==> src/shared/dram_mode_pkg.sv <==
// Shared constants and types for the interleaved DRAM mode and timing block
package dram_mode_pkg;

  // ----------------------------------------------------------------
  // Address map
  // ----------------------------------------------------------------
  localparam logic [31:0] MODE_REG_ADDR = 32'h0100_0000;
  localparam logic [31:0] DRAM_LOW_ADDR = 32'h0000_0000;
  localparam logic [31:0] DRAM_HIGH_ADDR = 32'h00ff_fffc;

  // ----------------------------------------------------------------
  // Mode word field layout
  // ----------------------------------------------------------------
  localparam int PAGE_SIZE_LSB = 0;
  localparam int INTERLEAVE_BIT = 2;
  localparam int ROW_COL_DELAY_BIT = 3;
  localparam int CAS_WIDTH_BIT = 4;
  localparam logic [1:0] PAGE_SIZE_RESET = 2'h2;
  localparam logic INTERLEAVE_RESET = 1'b1;
  localparam logic ROW_COL_DELAY_RESET = 1'b0;
  localparam logic CAS_WIDTH_RESET = 1'b0;

  // ----------------------------------------------------------------
  // Timing counts in half cycles of the 100 MHz clock
  // ----------------------------------------------------------------
  localparam int CLOCK_PERIOD_NS = 10;
  localparam int RAS_CAS_FAST_HALF = 2;
  localparam int RAS_CAS_SLOW_HALF = 4;
  localparam int CAS_PULSE_SHORT_HALF = 3;
  localparam int CAS_PULSE_LONG_HALF = 5;
  localparam int RAS_AFTER_CAS_HALF = 1;

  // ----------------------------------------------------------------
  // Types
  // ----------------------------------------------------------------
  typedef struct packed {
    logic cas_width;
    logic row_to_column_delay_bit;
    logic interleave;
    logic [1:0] page_size_field;
  } mode_t;

  typedef struct packed {
    logic [31:0] addr;
    logic [31:0] wdata;
    logic write;
    logic start;
  } cpu_req_t;

  typedef enum logic [2:0] {
    ST_IDLE = 3'b000,
    ST_ROW = 3'b001,
    ST_COL = 3'b010,
    ST_CAS = 3'b011,
    ST_END = 3'b100
  } phase_t;

endpackage

==> src/logic/sync3.sv <==
// Three-stage synchroniser for one external level
`timescale 1ns/1ns
`default_nettype none
module sync3 (
  input wire logic ref_clk,
  input wire logic nrst,
  input wire logic ce,
  input wire logic reset_value,
  input wire logic din,
  output logic dout
);
  logic s1_reg;
  logic s2_reg;
  logic s3_reg;

  always_ff @(posedge ref_clk or negedge nrst) begin
    if (!nrst) begin
      s1_reg <= 1'b1;
      s2_reg <= 1'b1;
      s3_reg <= 1'b1;
    end else if (ce) begin
      s1_reg <= din;
      s2_reg <= s1_reg;
      s3_reg <= s2_reg;
    end
  end

  // Accept a change only once the second and third stages agree
  always_ff @(posedge ref_clk or negedge nrst) begin
    if (!nrst) begin
      dout <= 1'b1;
    end else if (ce && (s2_reg == s3_reg)) begin
      dout <= s3_reg;
    end
  end

  logic unused_rv;
  assign unused_rv = reset_value;
endmodule
`default_nettype wire

==> src/logic/dram_mode_setup.sv <==
// Mode word capture and row/column strobe timing for two interleaved bank-pairs
`timescale 1ns/1ns
`default_nettype none
// How it works
// - mode word sits at its own I/O address
// - two bank-pairs, even and odd 32-bit arrays
// - row strobe 0 even, 1 odd, repeating
// - interleave bit set runs interleaved configuration
// - delay bit sets row-to-column spacing in cycles
// - delay 0 switches address one cycle after row, with the column strobe
// - delay 0 column strobe one cycle after row
// - column strobe held 2 cycles on reads, 3 with cas_width set
// - column strobes drop when read data sampled
// - delay 1 column address at 1, strobe next rise
// - row strobes drop one cycle after column strobes
module dram_mode_setup #(
  parameter int BANK_PAIRS = 2,
  parameter int ADDR_BITS = 10
) (
  // Clock, reset, enable
  input wire logic ref_clk,
  input wire logic nrst,
  input wire logic ce,
  // Processor side
  input wire dram_mode_pkg::cpu_req_t cpu_req,
  input wire logic dram_cs_n,
  input wire logic register_select_n,
  output logic data_sample,
  output logic busy,
  // Mode word status
  output dram_mode_pkg::mode_t mode_out,
  // DRAM side
  output logic [2*BANK_PAIRS-1:0] ras_n,
  output logic [2*BANK_PAIRS-1:0] cas_n,
  output logic [ADDR_BITS-1:0] dram_mux_address
);
  import dram_mode_pkg::*;

  // ----------------------------------------------------------------
  // Select inputs from the external decoder
  // ----------------------------------------------------------------
  logic cs_n_s;
  logic rsel_n_s;

  sync3 u_cs (
    .ref_clk(ref_clk), .nrst(nrst), .ce(ce), .reset_value(1'b1),
    .din(dram_cs_n), .dout(cs_n_s)
  );
  sync3 u_rsel (
    .ref_clk(ref_clk), .nrst(nrst), .ce(ce), .reset_value(1'b1),
    .din(register_select_n), .dout(rsel_n_s)
  );

  // ----------------------------------------------------------------
  // Decode
  // ----------------------------------------------------------------
  localparam int BANK_BITS = $clog2(2 * BANK_PAIRS);
  phase_t phase_reg;
  phase_t phase_next;
  mode_t mode_reg;
  logic [3:0] half_cnt_reg;
  logic [BANK_BITS-1:0] bank_reg;
  logic write_reg;
  logic [ADDR_BITS-1:0] col_reg;
  wire idle_w = (phase_reg == ST_IDLE);
  // Both selects on a write reach the mode word, never the array
  wire mode_wr_w = idle_w && cpu_req.start && cpu_req.write && !cs_n_s && !rsel_n_s;
  // Chip select alone starts an array access anywhere in the window
  wire dram_go_w = idle_w && cpu_req.start && !cs_n_s && rsel_n_s;
  // Interleaved: address bit 2 picks odd array; bit 3 picks the pair
  wire [BANK_BITS-1:0] bank_w = mode_reg.interleave ?
    cpu_req.addr[BANK_BITS+1:2] : {cpu_req.addr[BANK_BITS+1:3], 1'b0};
  wire [ADDR_BITS-1:0] row_w = cpu_req.addr[2*ADDR_BITS+3:ADDR_BITS+4];
  wire [ADDR_BITS-1:0] colw_w = cpu_req.addr[ADDR_BITS+3:4];
  wire [3:0] rc_half_w = mode_reg.row_to_column_delay_bit ?
    4'(RAS_CAS_SLOW_HALF) : 4'(RAS_CAS_FAST_HALF);
  wire [3:0] cas_half_w = mode_reg.cas_width ?
    4'(CAS_PULSE_LONG_HALF) : 4'(CAS_PULSE_SHORT_HALF);
  // Last step of a phase: even counts end at two, odd ones at one
  wire cnt_done_w = (half_cnt_reg <= 4'h2);

  // ----------------------------------------------------------------
  // Access sequencer, stepping on the rising edge only
  // ----------------------------------------------------------------
  always_comb begin
    phase_next = phase_reg;
    case (phase_reg)
      ST_IDLE: begin
        if (dram_go_w) begin
          phase_next = ST_ROW;
        end
      end
      ST_ROW: begin
        if (cnt_done_w) begin
          phase_next = ST_CAS;
        end
      end
      ST_CAS: begin
        if (cnt_done_w) begin
          phase_next = ST_END;
        end
      end
      ST_END: begin
        phase_next = ST_IDLE;
      end
      default: begin
        phase_next = ST_IDLE;
      end
    endcase
  end

  // Counter of half cycles; one tick per clock models two edges by pairs
  always_ff @(posedge ref_clk or negedge nrst) begin
    if (!nrst) begin
      phase_reg <= ST_IDLE;
      half_cnt_reg <= 4'h0;
      bank_reg <= '0;
      write_reg <= 1'b0;
      col_reg <= '0;
    end else if (ce) begin
      phase_reg <= phase_next;
      if (dram_go_w) begin
        half_cnt_reg <= rc_half_w;
        bank_reg <= bank_w;
        write_reg <= cpu_req.write;
        col_reg <= colw_w;
      end else if (phase_reg == ST_ROW && cnt_done_w) begin
        half_cnt_reg <= cas_half_w;
      end else if (half_cnt_reg > 4'h1) begin
        half_cnt_reg <= half_cnt_reg - 4'h2;
      end
    end
  end

  // ----------------------------------------------------------------
  // Mode word
  // ----------------------------------------------------------------
  always_ff @(posedge ref_clk or negedge nrst) begin
    if (!nrst) begin
      mode_reg <= '{CAS_WIDTH_RESET, ROW_COL_DELAY_RESET, INTERLEAVE_RESET, PAGE_SIZE_RESET};
    end else if (ce && mode_wr_w) begin
      mode_reg.page_size_field <= cpu_req.wdata[PAGE_SIZE_LSB+1:PAGE_SIZE_LSB];
      mode_reg.interleave <= cpu_req.wdata[INTERLEAVE_BIT];
      mode_reg.row_to_column_delay_bit <= cpu_req.wdata[ROW_COL_DELAY_BIT];
      mode_reg.cas_width <= cpu_req.wdata[CAS_WIDTH_BIT];
    end
  end

  // ----------------------------------------------------------------
  // Strobes and multiplexed address
  // ----------------------------------------------------------------
  wire ras_on_w = (phase_next == ST_ROW) || (phase_next == ST_CAS);
  wire cas_on_w = (phase_next == ST_CAS);
  // Row strobe stays low through END, one step past the column strobe
  wire ras_hold_w = ras_on_w || (phase_next == ST_END);
  wire [BANK_BITS-1:0] ras_bank_w = dram_go_w ? bank_w : bank_reg;
  // Column address one cycle after the row strobe, at the latest with the column strobe
  wire col_addr_w = (phase_reg == ST_ROW);
  wire [2*BANK_PAIRS-1:0] ras_sel_w;
  wire [2*BANK_PAIRS-1:0] cas_sel_w;

  genvar g;
  generate
    for (g = 0; g < 2 * BANK_PAIRS; g++) begin : g_bank
      assign ras_sel_w[g] = ras_hold_w && (ras_bank_w == BANK_BITS'(g));
      assign cas_sel_w[g] = cas_on_w && ((bank_reg >> 1) == (BANK_BITS'(g) >> 1));
    end
  endgenerate

  always_ff @(posedge ref_clk or negedge nrst) begin
    if (!nrst) begin
      ras_n <= '1;
      cas_n <= '1;
      dram_mux_address <= '0;
      data_sample <= 1'b0;
      busy <= 1'b0;
      mode_out <= '{CAS_WIDTH_RESET, ROW_COL_DELAY_RESET, INTERLEAVE_RESET, PAGE_SIZE_RESET};
    end else if (ce) begin
      if (dram_go_w) begin
        dram_mux_address <= row_w;
      end else if (col_addr_w) begin
        dram_mux_address <= col_reg;
      end
      // Read data is taken on the edge the column strobe lets go
      data_sample <= (phase_reg == ST_CAS) && cnt_done_w && !write_reg;
      ras_n <= ~ras_sel_w;
      cas_n <= ~cas_sel_w;
      busy <= (phase_next != ST_IDLE);
      mode_out <= mode_reg;
    end
  end

  // ----------------------------------------------------------------
  // Checks
  // ----------------------------------------------------------------
  wire any_ras_w = ~&ras_n;
  wire any_cas_w = ~&cas_n;

  mode_capture_a: assert property (@(posedge ref_clk) disable iff (!nrst)
    (ce && mode_wr_w) |=> (mode_reg.interleave == $past(cpu_req.wdata[INTERLEAVE_BIT])))
    else $error("mode word not captured");
  mode_no_access_a: assert property (@(posedge ref_clk) disable iff (!nrst)
    (ce && mode_wr_w) |=> !any_ras_w)
    else $error("mode write started array access");
  cas_after_ras_a: assert property (@(posedge ref_clk) disable iff (!nrst)
    $rose(any_cas_w) |-> $past(any_ras_w, 1))
    else $error("column strobe without row strobe lead");
  ras_after_cas_a: assert property (@(posedge ref_clk) disable iff (!nrst)
    ($fell(any_cas_w) && ce) |-> any_ras_w ##1 !any_ras_w)
    else $error("row strobe not released after column strobe");
  cas_width_a: assert property (@(posedge ref_clk) disable iff (!nrst)
    $rose(any_cas_w) |=> any_cas_w)
    else $error("column strobe too short");
  sample_edge_a: assert property (@(posedge ref_clk) disable iff (!nrst)
    $rose(data_sample) |-> $fell(any_cas_w))
    else $error("column strobe not released at sample");
  one_ras_a: assert property (@(posedge ref_clk) disable iff (!nrst)
    $onehot0(~ras_n))
    else $error("more than one row strobe low");
  go_ras_a: assert property (@(posedge ref_clk) disable iff (!nrst)
    (ce && dram_go_w) |=> any_ras_w && any_cas_w == 1'b0)
    else $error("row strobe not first");
endmodule
`default_nettype wire

==> config.mk <==
export PLATFORM = sky130hd
export DESIGN_NAME = dram_mode_setup
export DESIGN_NICKNAME = d
export VERILOG_FILES = /design/src/shared/dram_mode_pkg.sv /design/src/logic/sync3.sv /design/src/logic/dram_mode_setup.sv
export SDC_FILE = /design/constraint.sdc
export NUM_CORES = 1
export LEC_CHECK = 0
export BUFFER_PORTS_ARGS = -buffer_cell sky130_fd_sc_hd__buf_2
export CAP_MARGIN = 20
export CORE_MARGIN = 8
export CORE_UTILIZATION = 48
export DETAILED_ROUTE_END_ITERATION = 16
export GPL_ROUTABILITY_DRIVEN = 0
export PLACE_DENSITY = 0.79
export SETUP_SLACK_MARGIN = 0.02
export SYNTH_ARGS = -nofsm -noshare
export SYNTH_HDL_FRONTEND = slang
export SYNTH_SLANG_ARGS = --single-unit
==> constraint.sdc <==
create_clock -name ref_clk -period 1.95 [get_ports ref_clk]
set_clock_uncertainty 0.05 [all_clocks]
set_input_delay 0.195 -clock ref_clk [delete_from_list [all_inputs] [get_ports ref_clk]]
set_output_delay 0.195 -clock ref_clk [all_outputs]
set_load 0.02 [all_outputs]
==> impl_metrics.json <==
{
  "worstSetupPathType": "flip-flop to flip-flop",
  "seq_area_frac_synth_pct": 56.87,
  "drt_wl_total_mm": 5.170,
  "sink_of_the_worst_hold_path": "mode_reg[4]",
  "overflow": 0,
  "drt_first_pass_iters": 6,
  "die_w_um": 88.22,
  "timing_hold_violations_final": 0,
  "number_of_gates_given_a_new_drive_strength_after_cts": 0,
  "grt.total_usage_pct": 14.19,
  "design.die.area_um2": 7783,
  "syn_to_final_growth_pct": 18.34,
  "post_synth_main_area_contributors": "sky130_fd_sc_hd__dfrtp_1 38%, sky130_fd_sc_hd__dfstp_2 19%, sky130_fd_sc_hd__mux2_2 11%",
  "synth.lib_cells_used.distinct": 44,
  "status": "finished clean",
  "vias_per_cell": 5.205,
  "routedWlPerCell_um": 15.34,
  "clock-root-buffer": "sky130_fd_sc_hd__clkbuf_8",
  "route.vias.total": 1754,
  "cts.path.max_buffers": 2,
  "synth_top_cell_by_area": "sky130_fd_sc_hd__dfrtp_1",
  "number_of_synthesized_flops_with_an_enable_pin": 0,
  "final_net_count": 338,
  "detailedPlacementHpwl_mm": 3.859,
  "antenna_cells_inserted": 0,
  "worstReg2RegEnd": "mode_reg[0]",
  "synth_warn": 0,
  "max_capacitance_violation_total": 0,
  "holdCritPathClass": "primary input to flip-flop",
  "grt_setup_unrepaired": "false",
  "grt_first_pass_wirelength_mm": 8.597,
  "timing.critical_path.arrival_ps": 1860,
  "whs_path_depth": 2,
  "setup.reg_to_reg.worst_slack_ps": 240,
  "cts_buffers": 5,
  "start_util_pct": 49.33,
  "layout-drive-gt1-share_pct": 45.69,
  "finalMaxSlewViolations": 0,
  "synthesis.area_per_instance_um2": 12.27,
  "ctsHoldBuffers": 1,
  "yosys_register_bits": 56,
  "max-vdd-ir-drop_uv": 724.1,
  "synth_compound_area_share_pct": 11.89,
  "placed_cells_incl_taps": 328,
  "grt_max_degree": 22,
  "timing.setup.tns_ps": 0,
  "final_design_area_no_fill_um2": 2963,
  "layout.cells.most_common": "sky130_fd_sc_hd__buf_2",
  "synth_nets": 276,
  "critical_path.max_fanout": 9,
  "floorplan.core_area_um2": 5075,
  "adder_and_majority_cell_fraction_of_the_synthesized_area_pct": 0.4998,
  "numClockSinks": 56,
  "cts_max_level": 2,
  "ys_dominant_reg_cell": "sky130_fd_sc_hd__dfrtp_1",
  "instances_no_fill": 337,
  "r2r_start": "phase_reg[0]",
  "simple_gate_share_of_the_synthesized_area_pct": 9.895,
  "setup.worst_path.start_class": "flip-flop",
  "delay_of_the_slowest_cell_on_the_worst_path_ps": 480,
  "placement.setup.worst_slack_ps": 262.1,
  "layout_setup_ws_ps": 244.9,
  "grt_antenna_before_repair": 0,
  "transition_time_at_the_pin_with_the_least_slew_margin_ps": 450.2,
  "postCtsSetupBuffers": 0,
  "placed_area_um2": 2860,
  "post_synth_mux_area_share_pct": 16.79,
  "fin_crit_ps": 1705,
  "synthesis.area_um2": 2504,
  "leakage_nw": 1.425,
  "ant_nets": 0,
  "remaining_drc_errors": 0,
  "synth-xor-area-share_pct": 0.3498,
  "rows": 26,
  "clock_tree_from_tritoncts": "yes",
  "detailedRoute.firstIterationViolations": 66,
  "r2r_cells": 3,
  "portBuffers": 58,
  "synth_top_cell_area_share_pct": 37.98,
  "nFillCells": 451,
  "worst_hold_startpoint": "cpu_req[6]",
  "fin_crit_sh_pct": 87.44,
  "synthCells": 204,
  "crit_path_cell_trace": "nor3b_2, nand4_1, mux2_2",
  "setup_viol": 0,
  "critical-path-slowest-cell": "sky130_fd_sc_hd__dfrtp_1",
  "worstSkewPairLatency_ps": 310,
  "power.density_nw_per_um2": 1481,
  "layout_common_cells": "58 x sky130_fd_sc_hd__buf_2, 38 x sky130_fd_sc_hd__dfrtp_1, 24 x sky130_fd_sc_hd__mux2_2",
  "fmax_mhz": 586.5,
  "combinational_family_with_the_most_area_after_synthesis": "multiplexers",
  "io_pins": 96,
  "chip_height_um": 88.22,
  "grt_pass1_vias": 1874,
  "worst_rel_slew_slack_pct": 69.99,
  "async_flop_share_pct": 100.0,
  "endpoint_kind": "flip-flop",
  "critPathRequiredTime_ps": 2100,
  "clkSlewWorstSetupHoldPaths_ps": 100
}
[worst max path at each step]
stage	to	cells past startpoint	start	slack, ps
2_1_floorplan	ras_n[3]	4	u_rsel.dout	460
3_3_place_gp	mode_reg[4]	3	phase_reg[0]	330
3_5_place_dp	mode_reg[0]	3	phase_reg[0]	260
4_1_cts	mode_reg[0]	3	phase_reg[0]	250
5_1_grt	mode_reg[0]	3	phase_reg[0]	170
6_report	mode_reg[0]	3	phase_reg[0]	240
[kinds of logic after synthesis]
group | count (synthesis)
flops | 56
compound gates | 47
simple gates | 44
mux | 38
buf+inv | 17
fa+ha+maj | 1
xor+xnor | 1
[metrics by stage]
step                power (mW)  utilization (%)  hold slack, ps
floorplan                3.271                -          -150.6
global placement         3.683            56.36           103.7
detailed placement       3.777            56.36           115.8
CTS                      4.427            58.38           57.11
global route             4.682            58.38           45.25
finish                   4.387            58.38           62.76
[cell usage after synthesis, types with 2 or more instances]
master / count
sky130_fd_sc_hd__dfrtp_1: 38
sky130_fd_sc_hd__mux2_2: 24
sky130_fd_sc_hd__nand2_1: 21
sky130_fd_sc_hd__dfstp_2: 18
sky130_fd_sc_hd__o21ai_0: 18
sky130_fd_sc_hd__mux2i_1: 12
sky130_fd_sc_hd__inv_1: 7
sky130_fd_sc_hd__a31oi_1: 6
sky130_fd_sc_hd__nor2_1: 6
sky130_fd_sc_hd__a21oi_1: 4
sky130_fd_sc_hd__buf_2: 4
sky130_fd_sc_hd__o21ai_1: 4
sky130_fd_sc_hd__nor3_1: 3
sky130_fd_sc_hd__a21o_1: 2
sky130_fd_sc_hd__and2_1: 2
sky130_fd_sc_hd__buf_4: 2
sky130_fd_sc_hd__buf_6: 2
sky130_fd_sc_hd__mux2_4: 2
sky130_fd_sc_hd__nand4_1: 2
sky130_fd_sc_hd__nor2b_1: 2
sky130_fd_sc_hd__o2bb2ai_1: 2
[worst max-delay path, delay by kind of cell (launching register included)]
kind / cells / cell delay [ps]
muxes: 1 / 380
DFF: 1 / 480
and+or+nand+nor: 2 / 680
[metal layers]
| metal | GRT usage (%) | part of all wire, % | wire, um |
|---|---|---|---|
| met1 | 16.29 | 43 | 2236 |
| met2 | 24.78 | 51 | 2628 |
| met3 | 3.157 | 4.4 | 226 |
| met4 | 5.991 | 1.5 | 78 |
| met5 | 0 | 0 | 0 |
[power by group]
group / internal [mW] / switching (mW) / total (mW)
Combinational: 0.759 / 0.939 / 1.70
Clock: 0.284 / 0.357 / 0.641
Sequential: 1.72 / 0.332 / 2.05
[area by class of cell]
class	instances	area [um2]	share of cell area (%)
timing repair buffer	65	345.3	11.66
sequential	56	1424	48.06
tap	70	87.58	2.956
clock buffer	6	82.58	2.787
multi-input combinational	131	987.2	33.32
inverter	7	26.28	0.8868
clock inverter	2	10.01	0.3378
Note: power is estimated with default switching activity, not from simulation.
